==> config.mk <==
export PLATFORM = sky130hd
export DESIGN_NAME = ota_update_sender
export DESIGN_NICKNAME = d
export VERILOG_FILES = /design/src/pkg/ota_host_pkg.sv /design/src/design/crc16_step.sv /design/src/design/pace_timer.sv /design/src/design/ota_update_sender.sv
export VERILOG_INCLUDE_DIRS = /design/src /design/src/pkg
export SDC_FILE = /design/constraint.sdc
export NUM_CORES = 1
export LEC_CHECK = 0
export BUFFER_PORTS_ARGS = -buffer_cell sky130_fd_sc_hd__buf_2
export CORE_MARGIN = 2
export CORE_UTILIZATION = 51
export CTS_BUF_LIST = sky130_fd_sc_hd__clkbuf_4 sky130_fd_sc_hd__clkbuf_8
export DETAILED_ROUTE_END_ITERATION = 8
export PLACE_DENSITY = 0.74
export SLEW_MARGIN = 30
export SYNTH_ARGS = -nofsm -noshare
export SYNTH_HDL_FRONTEND = slang
export SYNTH_HIERARCHICAL = 1
export SYNTH_SLANG_ARGS = --single-unit
==> constraint.sdc <==
create_clock -name core_clk -period 3.9 [get_ports core_clk]
set_input_delay 0.78 -clock core_clk [delete_from_list [all_inputs] [get_ports core_clk]]
set_output_delay 0.78 -clock core_clk [all_outputs]
set_load 0.01 [all_outputs]
==> src/pkg/ota_host_regs.svh <==
// Constants for the firmware-update sender: opcodes, framing sizes, CRC setup, timing.
// Assumes a 50 MHz core clock; included by bare name.
`ifndef OTA_HOST_REGS_SVH
`define OTA_HOST_REGS_SVH

`define OPC_LEGACY_START    16'hff01
`define OPC_EXT_BEGIN       16'hff07
`define OPC_END             16'hff02
`define RES_SUCCESS         8'h00
`define RES_LAST_VALID      8'h0e
`define FIRST_INDEX         16'h0001
`define UNIT_BYTES_LOG2     4
`define UNITS_DEFAULT       4'h1
`define UNITS_MAX           4'hf
`define PAD_BYTE            8'hff
`define CRC_INIT            16'hffff
`define CRC_POLY_REFL       16'ha001
`define CLK_PERIOD_NS       20
`define TICK_TIME_NS        1000
`define TICK_CYCLES         ((`TICK_TIME_NS + `CLK_PERIOD_NS - 1) / `CLK_PERIOD_NS)
`define GAP_TICKS           8'h04

`endif

==> src/pkg/ota_host_pkg.sv <==
// Types shared by the firmware-update sender and its helpers.
// Link framing is byte wide; the link layer below handles the radio.
package ota_host_pkg;

    typedef enum logic [1:0] {
        PKT_LEGACY_START,
        PKT_EXT_BEGIN,
        PKT_DATA,
        PKT_END
    } pkt_kind_type;

    typedef struct packed {
        logic       valid;
        logic       first;
        logic       last;
        logic       ack_req;
        logic [7:0] data;
    } link_tx_type;

    typedef struct packed {
        logic       valid;
        logic       is_write_rsp;
        logic       is_result;
        logic [7:0] code;
    } link_rx_type;

    typedef struct packed {
        logic       done;
        logic       link_abort;
        logic       bad_code;
        logic [7:0] code;
    } session_status_type;

endpackage

==> src/design/crc16_step.sv <==
// One byte step of a reflected CRC-16.
// Purely combinational; the caller holds the running value.
`timescale 1ns/10ps
`default_nettype none
`include "ota_host_regs.svh"

module crc16_step (
    input  wire logic [15:0] crc_in,
    input  wire logic [7:0]  data,
    output logic      [15:0] crc_out
);

    always_comb begin
        logic [15:0] c;
        c = crc_in ^ {8'h00, data};
        for (int i = 0; i < 8; i++) begin
            if (c[0]) begin
                c = (c >> 1) ^ `CRC_POLY_REFL;
            end else begin
                c = c >> 1;
            end
        end
        crc_out = c;
    end

endmodule
`default_nettype wire

==> src/design/pace_timer.sv <==
// Spacing timer: a divider makes a one-cycle tick, a counter waits a number of ticks.
// Runs on the single core clock; start restarts the wait.
`timescale 1ns/10ps
`default_nettype none
`include "ota_host_regs.svh"

module pace_timer #(
    parameter int          DIV   = `TICK_CYCLES,
    parameter logic [7:0]  TICKS = `GAP_TICKS
) (
    input  wire logic core_clk,
    input  wire logic rst_n,
    input  wire logic start,
    output logic      expired
);

    logic [15:0] div_r;
    logic        tick;
    logic [7:0]  left_r;

    assign tick = (div_r == 16'(DIV - 1));

    always_ff @(posedge core_clk or negedge rst_n) begin
        if (!rst_n) begin
            div_r <= 16'h0000;
        end else if (start || tick) begin
            div_r <= 16'h0000;
        end else begin
            div_r <= div_r + 16'h0001;
        end
    end

    always_ff @(posedge core_clk or negedge rst_n) begin
        if (!rst_n) begin
            left_r <= 8'h00;
        end else if (start) begin
            left_r <= TICKS;
        end else if (tick && left_r != 8'h00) begin
            left_r <= left_r - 8'h01;
        end
    end

    assign expired = (left_r == 8'h00) && !start;

endmodule
`default_nettype wire

==> src/design/ota_update_sender.sv <==
// Master-side firmware-update sender: frames start, data and end attribute values
// and reacts to the peer's write responses and single result message.
// Assumes a link layer that carries each frame as one attribute write.
`timescale 1ns/10ps
`default_nettype none
`include "ota_host_regs.svh"

module ota_update_sender
    import ota_host_pkg::*;
#(
    parameter int         DIV       = `TICK_CYCLES,
    parameter logic [7:0] GAP_TICKS = `GAP_TICKS
) (
    input  wire logic               core_clk,
    input  wire logic               rst_b,
    input  wire logic               go,
    input  wire logic               extended_mode,
    input  wire logic [3:0]         payload_units,
    input  wire logic               ack_mode,
    input  wire logic               negotiated,
    input  wire logic               link_up,
    input  wire logic               img_valid,
    input  wire logic [7:0]         img_data,
    input  wire logic               img_last,
    output logic                    img_ready,
    output link_tx_type             link_tx,
    input  wire logic               link_tx_ready,
    input  wire link_rx_type        link_rx,
    output logic                    busy,
    output logic                    cfg_reject,
    output session_status_type      status
);

    typedef enum logic [2:0] {
        S_IDLE,
        S_WAIT_NEG,
        S_SEND,
        S_WAIT_ACK,
        S_GAP,
        S_WAIT_RESULT
    } state_type;

    logic               rst_s1_r;
    logic               rst_n;
    state_type          st_r;
    pkt_kind_type       kind_r;
    logic [7:0]         pos_r;
    logic [7:0]         len_r;
    logic [15:0]        idx_r;
    logic [15:0]        crc_r;
    logic [15:0]        crc_nxt;
    logic               ack_r;
    logic [7:0]         hold_r;
    logic               hold_v_r;
    logic               hold_last_r;
    logic               img_ended_r;
    link_tx_type        tx_r;
    logic               busy_r;
    logic               img_ready_r;
    logic               cfg_reject_r;
    session_status_type status_r;
    logic               gap_start;
    logic               gap_done;
    logic [7:0]         last_pos;
    logic [7:0]         byte_nxt;
    logic               in_payload;
    logic               byte_ok;
    logic               emit;
    logic               consume;
    logic               pkt_done;
    logic               cfg_ok;
    logic               result_in;
    logic               abort;

    // Opcodes as sized constants so single bytes can be selected from them
    localparam logic [15:0] op_legacy = `OPC_LEGACY_START;
    localparam logic [15:0] op_begin  = `OPC_EXT_BEGIN;
    localparam logic [15:0] op_end    = `OPC_END;

    always_ff @(posedge core_clk or negedge rst_b) begin
        if (!rst_b) begin
            rst_s1_r <= 1'b0;
            rst_n    <= 1'b0;
        end else begin
            rst_s1_r <= 1'b1;
            rst_n    <= rst_s1_r;
        end
    end

    // Legacy flow keeps the default payload; extended flow needs 1..15 units of 16
    assign cfg_ok = !extended_mode ||
                    (payload_units != 4'h0 && payload_units <= `UNITS_MAX);

    assign in_payload = (kind_r == PKT_DATA) && (pos_r >= 8'h02) && (pos_r < len_r + 8'h02);

    always_comb begin
        case (kind_r)
            PKT_LEGACY_START: last_pos = 8'h01;
            PKT_EXT_BEGIN:    last_pos = 8'h03;
            PKT_END:          last_pos = 8'h05;
            default:          last_pos = len_r + 8'h03;
        endcase
    end

    always_comb begin
        byte_nxt = 8'h00;
        case (kind_r)
            PKT_LEGACY_START: begin
                byte_nxt = (pos_r == 8'h00) ? op_legacy[7:0] : op_legacy[15:8];
            end
            PKT_EXT_BEGIN: begin
                if (pos_r == 8'h00) begin
                    byte_nxt = op_begin[7:0];
                end else if (pos_r == 8'h01) begin
                    byte_nxt = op_begin[15:8];
                end else if (pos_r == 8'h02) begin
                    byte_nxt = len_r;
                end else begin
                    byte_nxt = 8'h00;
                end
            end
            PKT_END: begin
                // Highest index used, then its inverted check copy
                if (pos_r == 8'h00) begin
                    byte_nxt = op_end[7:0];
                end else if (pos_r == 8'h01) begin
                    byte_nxt = op_end[15:8];
                end else if (pos_r == 8'h02) begin
                    byte_nxt = idx_r[7:0];
                end else if (pos_r == 8'h03) begin
                    byte_nxt = idx_r[15:8];
                end else if (pos_r == 8'h04) begin
                    byte_nxt = ~idx_r[7:0];
                end else begin
                    byte_nxt = ~idx_r[15:8];
                end
            end
            default: begin
                if (pos_r == 8'h00) begin
                    byte_nxt = idx_r[7:0];
                end else if (pos_r == 8'h01) begin
                    byte_nxt = idx_r[15:8];
                end else if (in_payload) begin
                    byte_nxt = img_ended_r ? `PAD_BYTE : hold_r;
                end else if (pos_r == last_pos) begin
                    byte_nxt = crc_r[15:8];
                end else begin
                    byte_nxt = crc_r[7:0];
                end
            end
        endcase
    end

    assign byte_ok  = !(in_payload && !img_ended_r && !hold_v_r);
    assign emit     = (st_r == S_SEND) && byte_ok && (!tx_r.valid || link_tx_ready) && !abort;
    assign consume  = emit && in_payload && !img_ended_r;
    assign pkt_done = emit && (pos_r == last_pos);

    assign result_in = link_rx.valid && link_rx.is_result && busy_r;
    assign abort     = busy_r && (!link_up || result_in);

    crc16_step u_crc (
        .crc_in  (crc_r),
        .data    (byte_nxt),
        .crc_out (crc_nxt)
    );

    pace_timer #(
        .DIV   (DIV),
        .TICKS (GAP_TICKS)
    ) u_gap (
        .core_clk (core_clk),
        .rst_n    (rst_n),
        .start    (gap_start),
        .expired  (gap_done)
    );

    assign gap_start = (pkt_done && !ack_r && kind_r != PKT_END) ||
                       (st_r == S_WAIT_ACK && link_rx.valid && link_rx.is_write_rsp);

    // Session sequencing
    always_ff @(posedge core_clk or negedge rst_n) begin
        if (!rst_n) begin
            st_r   <= S_IDLE;
            kind_r <= PKT_LEGACY_START;
            pos_r  <= 8'h00;
            len_r  <= 8'h10;
            idx_r  <= `FIRST_INDEX;
            ack_r  <= 1'b0;
        end else if (abort) begin
            st_r <= S_IDLE;
        end else begin
            case (st_r)
                S_IDLE: begin
                    if (go && cfg_ok) begin
                        ack_r <= ack_mode;
                        pos_r <= 8'h00;
                        idx_r <= `FIRST_INDEX;
                        len_r <= extended_mode ? {payload_units, 4'h0}
                                               : {`UNITS_DEFAULT, 4'h0};
                        kind_r <= extended_mode ? PKT_EXT_BEGIN : PKT_LEGACY_START;
                        st_r   <= extended_mode ? S_WAIT_NEG : S_SEND;
                    end
                end
                S_WAIT_NEG: begin
                    if (negotiated) begin
                        st_r <= S_SEND;
                    end
                end
                S_SEND: begin
                    if (emit) begin
                        pos_r <= pos_r + 8'h01;
                    end
                    if (pkt_done) begin
                        pos_r <= 8'h00;
                        if (kind_r == PKT_END) begin
                            st_r <= S_WAIT_RESULT;
                        end else begin
                            st_r <= ack_r ? S_WAIT_ACK : S_GAP;
                        end
                    end
                end
                S_WAIT_ACK: begin
                    if (link_rx.valid && link_rx.is_write_rsp) begin
                        st_r <= S_GAP;
                    end
                end
                S_GAP: begin
                    if (gap_done) begin
                        st_r <= S_SEND;
                        if (kind_r == PKT_DATA && img_ended_r) begin
                            kind_r <= PKT_END;
                        end else if (kind_r == PKT_DATA) begin
                            idx_r <= idx_r + 16'h0001;
                        end else begin
                            kind_r <= PKT_DATA;
                        end
                    end
                end
                default: begin
                end
            endcase
        end
    end

    // Running CRC over index and payload only
    always_ff @(posedge core_clk or negedge rst_n) begin
        if (!rst_n) begin
            crc_r <= `CRC_INIT;
        end else if (st_r != S_SEND) begin
            crc_r <= `CRC_INIT;
        end else if (emit && kind_r == PKT_DATA && pos_r < len_r + 8'h02) begin
            crc_r <= crc_nxt;
        end
    end

    // Image intake: one-byte hold keeps img_ready registered at one byte per three cycles at most
    always_ff @(posedge core_clk or negedge rst_n) begin
        if (!rst_n) begin
            hold_r      <= 8'h00;
            hold_v_r    <= 1'b0;
            hold_last_r <= 1'b0;
            img_ready_r <= 1'b0;
            img_ended_r <= 1'b0;
        end else if (!busy_r || abort) begin
            hold_v_r    <= 1'b0;
            img_ready_r <= 1'b0;
            img_ended_r <= 1'b0;
        end else begin
            if (img_ready_r && img_valid) begin
                hold_r      <= img_data;
                hold_v_r    <= 1'b1;
                hold_last_r <= img_last;
                img_ready_r <= 1'b0;
            end else if (consume) begin
                hold_v_r    <= 1'b0;
                img_ended_r <= hold_last_r;
            end else begin
                img_ready_r <= !hold_v_r && !img_ended_r;
            end
        end
    end

    // Link byte register
    always_ff @(posedge core_clk or negedge rst_n) begin
        if (!rst_n) begin
            tx_r <= '0;
        end else if (emit) begin
            tx_r.valid   <= 1'b1;
            tx_r.first   <= (pos_r == 8'h00);
            tx_r.last    <= (pos_r == last_pos);
            tx_r.ack_req <= ack_r;
            tx_r.data    <= byte_nxt;
        end else if (link_tx_ready || abort) begin
            tx_r.valid <= 1'b0;
        end
    end

    // Session status: the one result message closes the session
    always_ff @(posedge core_clk or negedge rst_n) begin
        if (!rst_n) begin
            busy_r       <= 1'b0;
            cfg_reject_r <= 1'b0;
            status_r     <= '0;
        end else begin
            cfg_reject_r  <= !busy_r && go && !cfg_ok;
            status_r.done <= 1'b0;
            if (!busy_r && go && cfg_ok) begin
                busy_r   <= 1'b1;
                status_r <= '0;
            end else if (abort) begin
                busy_r              <= 1'b0;
                status_r.done       <= 1'b1;
                status_r.link_abort <= !link_up;
                status_r.code       <= result_in ? link_rx.code : 8'h00;
                status_r.bad_code   <= result_in && (link_rx.code > `RES_LAST_VALID);
            end
        end
    end

    assign img_ready  = img_ready_r;
    assign link_tx    = tx_r;
    assign busy       = busy_r;
    assign cfg_reject = cfg_reject_r;
    assign status     = status_r;

endmodule
`default_nettype wire

Yosys cells after proc, flatten, opt, wreduce, memory -nomap -nowiden
Cells that the tools add are included.
Operators by class
  $lt $le $gt $ge: 4
  mux-type cells: 71
  reductions and logical operators: 71
  equal/unequal tests: 28
  shift-type cells: 0
  bitwise operators: 13
  add/sub/neg operators: 6
  multiply operators: 0
  divide/modulo/power cells: 0
Operator list (count)
  $mux W16: 15
  $mux W8: 21
  $pmux W8 S3: 2
  $add A16 B1 Y16 const B: 2
  $pmux W16 S2: 1
  $logic_and A1 B1 Y1: 31
  $mux W3: 8
  $not A2 Y3: 8
  $mux W11: 2
  $ne A3 B3 Y1 const B: 6
  $add A8 B2 Y8 const B: 2
  $eq A16 B6 Y1 const B: 1
  $eq A8 B2 Y1 const B: 2
  $logic_not A8 Y1: 2
  $not A8 Y8: 2
  $pmux W8 S2: 1
  $xor A16 B8 Y16: 1
  $pmux W3 S5: 1
  $mux W1: 14
  $reduce_bool A2 Y1: 7
  $ne A2 B2 Y1 const B: 6
  $reduce_and A6 Y1: 2
  $logic_not A1 Y1: 11
  $mux W2: 5
  other kinds (29): 40
Storage, ports and cells
  bits in writable memories: 0
  output and inout bits: 26
  bits of input ports: 33
  bits in latches: 0
  memories: 0
  bits in read-only memories: 0
  flip-flop bits (word level): 117

Longest topological paths before layout
  depth in word-level cells: 27
  mapped depth: 18
  depth with buffers taken out: 15

Modules after synthesis
The synthesis kept the hierarchy.
By module, submodules not included
  ota_update_sender: cells each 607, instances 1, area an instance 5447.7 µm²
  pace_timer: cells each 132, instances 1, area an instance 1267.5 µm²
  crc16_step: cells each 29, instances 1, area an instance 284.0 µm²

Worst setup path after synthesis
No wires, ideal clock.
  path type: reg2reg
  start point: register len_r[7]
  end point: register idx_r[15]
  slack: 0.265 ns
  cell stages (with the launch flop): 15
  required time: 3.822 ns
  buffers on the path: 1
  setup time: 0.078 ns
  arrival time: 3.556 ns
  clock period less this slack: 3.635 ns
  cells stage by stage: dfrtp_1 inv_1 ha_1 a211oi_1 a41oi_2 nand2_1 o32ai_1 clkbuf_1 nor2_1 nor4b_4 nand2_1 nor3_1 o21ai_1 or3_1 a21oi_1
On the way
  longest elaborated chain between the ends: 17
RTL lines
  from (decl): RTL line ota_update_sender.sv:48  | logic [7:0] len_r;
  from (signal assigned): RTL line ota_update_sender.sv:199  | len_r <= extended_mode ? {payload_units, 4'h0}
  $add A8 B2 Y8: RTL line ota_update_sender.sv:94  | assign in_payload = (kind_r == PKT_DATA) && (pos_r >= 8'h02) && (pos_r < len_r + 8'h02);
  $lt A8 B8 Y1: RTL line ota_update_sender.sv:94
  $logic_and A1 B1 Y1: RTL line ota_update_sender.sv:94
  $logic_and A1 B1 Y1 (2 in series): RTL line ota_update_sender.sv:154  | assign byte_ok = !(in_payload && !img_ended_r && !hold_v_r);
  $logic_not A1 Y1: RTL line ota_update_sender.sv:154
  $logic_and A1 B1 Y1 (3 in series): RTL line ota_update_sender.sv:155  | assign emit = (st_r == S_SEND) && byte_ok && (!tx_r.valid || link_tx_ready) && !abort;
  $logic_and A1 B1 Y1 (*): RTL line ota_update_sender.sv:157  | assign pkt_done = emit && (pos_r == last_pos);
  $logic_and A1 B1 Y1 (*) (2 in series): RTL line ota_update_sender.sv:178  | assign gap_start = (pkt_done && !ack_r && kind_r != PKT_END) ||
  $logic_or A1 B1 Y1 (*): RTL line ota_update_sender.sv:178
  net gap_start: RTL line ota_update_sender.sv:62  | logic gap_start;
  $logic_not A1 Y1 (*): RTL line pace_timer.sv:43  | assign expired = (left_r == 8'h00) && !start;
  $logic_and A1 B1 Y1 (*): RTL line pace_timer.sv:43
  net gap_done: RTL line ota_update_sender.sv:63  | logic gap_done;
  $ne A2 B2 Y1 (no line) (*)
  $reduce_and A6 Y1 (no line) (*)
  to (signal assigned): RTL line ota_update_sender.sv:188  | idx_r <= `FIRST_INDEX;
  to (signal assigned): RTL line ota_update_sender.sv:198  | idx_r <= `FIRST_INDEX;
  to (signal assigned): RTL line ota_update_sender.sv:234  | idx_r <= idx_r + 16'h0001;
  to (decl): RTL line ota_update_sender.sv:49  | logic [15:0] idx_r;
Mark *: on every way through the listed nets, which the timed path passes. The rest lies on a longest branch.
A chain may end at the register's enable or synchronous reset.

Worst setup path in the final report
  start point: register pos_r[4]
  end point: register crc_r[0]
On the way
  longest elaborated chain between the ends: 19
RTL lines
  from (decl): RTL line ota_update_sender.sv:47  | logic [7:0] pos_r;
  from (signal assigned): RTL line ota_update_sender.sv:212  | pos_r <= pos_r + 8'h01;
  $ge A8 B2 Y1 / $eq A8 B3 Y1 (equally long branches): RTL line ota_update_sender.sv:94, ota_update_sender.sv:132
  $logic_and A1 B1 Y1 / $mux W8 (equally long branches): RTL line ota_update_sender.sv:94, ota_update_sender.sv:132
  $logic_and A1 B1 Y1 / $mux W8 (equally long branches): RTL line ota_update_sender.sv:94, ota_update_sender.sv:130
  $mux W8 (on tied branches): RTL line ota_update_sender.sv:143, ota_update_sender.sv:128
  $mux W8 (on tied branches): RTL line ota_update_sender.sv:141, ota_update_sender.sv:126
  $mux W8 (on tied branches): RTL line ota_update_sender.sv:139, ota_update_sender.sv:124
  $pmux W8 S3 (*): RTL line ota_update_sender.sv:107  | case (kind_r)
  net byte_nxt[1]: RTL line ota_update_sender.sv:65  | logic [7:0] byte_nxt;
  $xor A16 B8 Y16 (*): RTL line crc16_step.sv:15  | c = crc_in ^ {8'h00, data};
  $not A2 Y3 (no line)
  $mux W16 (*) (8 in series): RTL line crc16_step.sv:17  | if (c[0]) begin
  net crc_nxt[0]: RTL line ota_update_sender.sv:51  | logic [15:0] crc_nxt;
  $mux W16 (*): RTL line ota_update_sender.sv:252  | end else if (emit && kind_r == PKT_DATA && pos_r < len_r + 8'h02) begin
  $mux W16 (*): RTL line ota_update_sender.sv:250  | end else if (st_r != S_SEND) begin
  to (signal assigned): RTL line ota_update_sender.sv:249  | crc_r <= `CRC_INIT;
  to (signal assigned): RTL line ota_update_sender.sv:251  | crc_r <= `CRC_INIT;
  to (signal assigned): RTL line ota_update_sender.sv:253  | crc_r <= crc_nxt;
  to (decl): RTL line ota_update_sender.sv:50  | logic [15:0] crc_r;
Mark *: on every way through the listed nets, which the timed path passes. The rest lies on a longest branch. The select of a mux whose other input is x is not followed.

==> results.md <==
* Sw Share at 39.6%
* Post-Syn Instances at 768
* Register bit total from synthesis at ~110
* Number of port buffers at between 50 and 60
* Layout cells sized above 1 at 22.6%
* CP Cell Sequence: or4_1 > buf_4 > o31ai_1 > o2111ai_1 > o311a_1 > a311oi_2 > xnor2_1 > xor2_1 > xnor2_1 > xnor3_1 > mux2i_1 > nand2_1
* Share of the clock period used by the worst path at 95.1%
* Post-route ant nets at 0
* CTS tree: done
* Die Y at 121 um
* R2R Setup Slk at about 0.19 ns
* Sw power at 2.40 mW
* Status: completed
* Number of remaining DRC errors at 0
* R2R cell count at 12
* Worst skew pair latency at between 0.4 and 0.5 ns
* Post-Syn Nets at slightly above 800
* Worst VDD drop at around 0.47 mV
* WP data arrival at approximately 4.1 ns
* Max Buffers Root-to-Sink at 2
* Antenna Cells at 0
* Slew headroom at between 40% and 50%
* Avg Cell Area, Syn at 9.11 um2
* Post-synth EDFFs at 0
* Final WL at between 15000 and 20000 um
* Max Freq at 270 MHz
* Root Driver: clkbuf_8
* Vias per cell at about 6
* Max Cap Viol at 0
* Cell area after synthesis at about 7000 um2
* Num rows at 42
* First-pass GRT wire length at between 30000 and 40000 um
* Core footprint at between 10000 and 15000 um2
* Hold Fails Final Rpt at 0
* Leak at 3.47 nW
* Total CTS buffers at 17
* Slowest-stage cell, CP: or4_1
* Power share of the clock group at between 20% and 30%
* Int Power at approximately 3.7 mW
* Die span in x at about 120 um
* Power Density at 745 nW/um2
* Worst R2R Start: pos_r[4]$_DFFE_PN0P_
* TritonCTS sink count at between 100 and 150
* Crit path top cell by count: xnor2_1
* Flop pwr share at a little over a quarter
* Synth cell types at just over 80
* Max incr delay on CP at 0.72 ns
* Crit path from: pos_r[4]$_DFFE_PN0P_
* Warnings, synthesis at 6
* Sequential share of the synthesized area at around two fifths
* Die area at about 15000 um2
* # setup viols final at 0
* Avg WL per Cell at about 18 um
* Most common cell after layout, fill and taps aside: dfrtp_1
* Asr flop ratio synth at 100%
* Via count at 6163
* Logic pwr share at 50.0%
* P&R area growth vs syn at 16.4%
* CTS H-tree depth at 4
* Slew Viols, Final at 0
* Post-DP HPWL at between 10000 and 15000 um
* Number of global-route vias before repair at slightly below 6000
* Crit path time final at between 3 and 4 ns
* Final Skew at between 0.015 and 0.02 ns
* Main flop type after synthesis: dfrtp_1
* CP startpoint kind: flop
* Final Power at a little over 6 mW
* Placement Setup Slack at between 0.02 and 0.03 ns
* First-pass detailed-route iteration total at 5
* FF-to-FF End: crc_r[0]$_DFFE_PN1P_
* Reg clk slew, reported paths at 0.08 ns
* Initial antenna violation count at 0
* Slew of the pin with the lowest slew margin at approximately 0.76 ns
* Most frequent cells in the layout: dfrtp_1 (94), nand2_1 (80), nor2_1 (64), buf_2 (58), o21ai_0 (52)
* All-layer global routing usage at 26.0%
* Critical Path RT at roughly 4.3 ns
* Gr ovfl total at 0
* Initial Utilization at a little over half
* Worst Hold Class: input pin to async pin
* Final GP Congestion at about 0.9
* Final worst slack at about 0.19 ns
* Nets at roughly 900
* 1st-iter DRT viols at 541
* IO Pins at just under 60
* Crit path kind: flop to flop
* Crit path max fanout at 10
* Largest net degree at the start of global routing at between 40 and 50
* CP endpoint kind: flop
what timing repair did:
action / in CTS / in global routing
pin swaps: 0 / 4
endpoints found under the setup margin: 3 / 5
hold buffers: 0 / 0
buffers inserted: 1 / 6
resized for setup: 1 / 18
power by group through the flow:
stage | Clock [mW] | Combinational [mW] | Sequential (mW)
final | 1.37 | 3.03 | 1.66
after global placement | 0 | 2.70 | 1.66
after floorplan | 0 | 2.10 | 1.63
after global routing | 1.44 | 3.33 | 1.71
after detailed placement | 0 | 2.77 | 1.68
after CTS | 1.39 | 2.79 | 1.66
how the worst max path moves through the flow:
stage / end / slack (ns) / cells past startpoint
6_report: crc_r[0]$_DFFE_PN1P_ / 0.19 / 12
5_1_grt: crc_r[0]$_DFFE_PN1P_ / -0.02 / 12
4_1_cts: crc_r[0]$_DFFE_PN1P_ / 0.01 / 15
3_5_place_dp: idx_r[3]$_DFFE_PN0P_ / 0.03 / 13
3_3_place_gp: idx_r[15]$_DFFE_PN0P_ / 0.13 / 14
2_1_floorplan: idx_r[15]$_DFFE_PN0P_ / 0.27 / 14
sequential cells by signal, indices dropped and copies added (netlist names):
signal,count
img_ended_r,1
hold_r,8
idx_r,16
rst_s1_r,1
st_r,3
hold_v_r,1
len_r,4
crc_r,16
hold_last_r,1
img_ready,1
status,11
link_tx,12
rst_n,1
kind_r,2
u_gap/div_r,16
pos_r,8
cfg_reject,1
u_gap/left_r,8
busy,1
ack_r,1
worst max-delay path: cells and delay by family, from the launching register on:
family,cells,cell delay [ns]
AND/OR/NAND/NOR,2,0.80
buffers and inverters,1,0.22
flip-flops,1,0.52
AO/OA/AOI/OAI,4,0.89
XOR/XNOR,4,1.02
multiplexers,1,0.17
cell usage after synthesis (all sizes together) (3+ instances only):
cell | instances | share of area [%]
a2111oi | 5 | 0.89
a211o | 3 | 0.38
a211oi | 13 | 1.6
a21boi | 5 | 0.54
a21o | 3 | 0.32
a21oi | 37 | 2.6
a221oi | 4 | 0.50
a22oi | 16 | 1.7
a31oi | 5 | 0.45
and2 | 3 | 0.27
and3 | 10 | 0.89
buf | 19 | 1.7
clkbuf | 24 | 1.3
dfrtp | 95 | 34
dfstp | 18 | 6.8
ha | 17 | 3.0
inv | 32 | 1.7
mux2 | 13 | 2.1
mux2i | 22 | 3.1
nand2 | 80 | 4.3
nand2b | 18 | 1.6
nand3 | 22 | 1.6
nand4 | 12 | 1.1
nand4b | 3 | 0.38
nor2 | 66 | 3.7
nor2b | 9 | 0.80
nor3 | 18 | 1.3
nor3b | 5 | 0.54
nor4 | 13 | 1.3
nor4b | 3 | 0.59
o21a | 4 | 0.43
o21ai | 55 | 3.9
o221ai | 4 | 0.50
o22ai | 5 | 0.45
o31ai | 6 | 0.64
o32ai | 4 | 0.50
o41ai | 4 | 0.50
or2 | 3 | 0.27
or3 | 12 | 1.2
or4 | 3 | 0.34
xnor2 | 32 | 4.3
xor2 | 13 | 1.6
metrics by stage:
step                instance area, um2  TNS [ns]  std cells  hold WS [ns]  util [%]
finish                            8140         0       1025        0.0935      61.0
global route                      8140   -0.0152       1025        0.0748      61.0
detailed placement                7520         0        986         0.337      56.4
floorplan                         7000         0        768         0.331         -
global placement                  7500         0        985         0.342      56.2
CTS                               8020         0       1019        0.0654      60.1
kinds of logic after synthesis:
logic type / share of synthesized area, %
AO/OA/AOI/OAI: 19.2
XOR/XNOR: 6.27
adder cells (fa/ha/maj): 3.04
buffers and inverters: 4.72
flip-flops: 40.7
multiplexers: 5.24
other: 0.0536
AND/OR/NAND/NOR: 20.7
cell type report:
cell class	count	area, um2
clock inverter	12	229
fill	1132	5200
sequential	113	2850
inverter	32	120
clock buffer	20	263
tap	176	220
multi-input combinational	580	3900
timing repair buffer	92	562
per-layer routing:
metal | part of all wire, % | vias to the layer above | GRT usage, %
met5 | 0 | - | 0
met4 | 1.2 | 0 | 7.76
met3 | 6.0 | 18 | 5.45
met2 | 49 | 219 | 43.2
met1 | 43 | 3015 | 34.3
li1 | - | 2911 | -
Power figures use the tool's default switching activity.
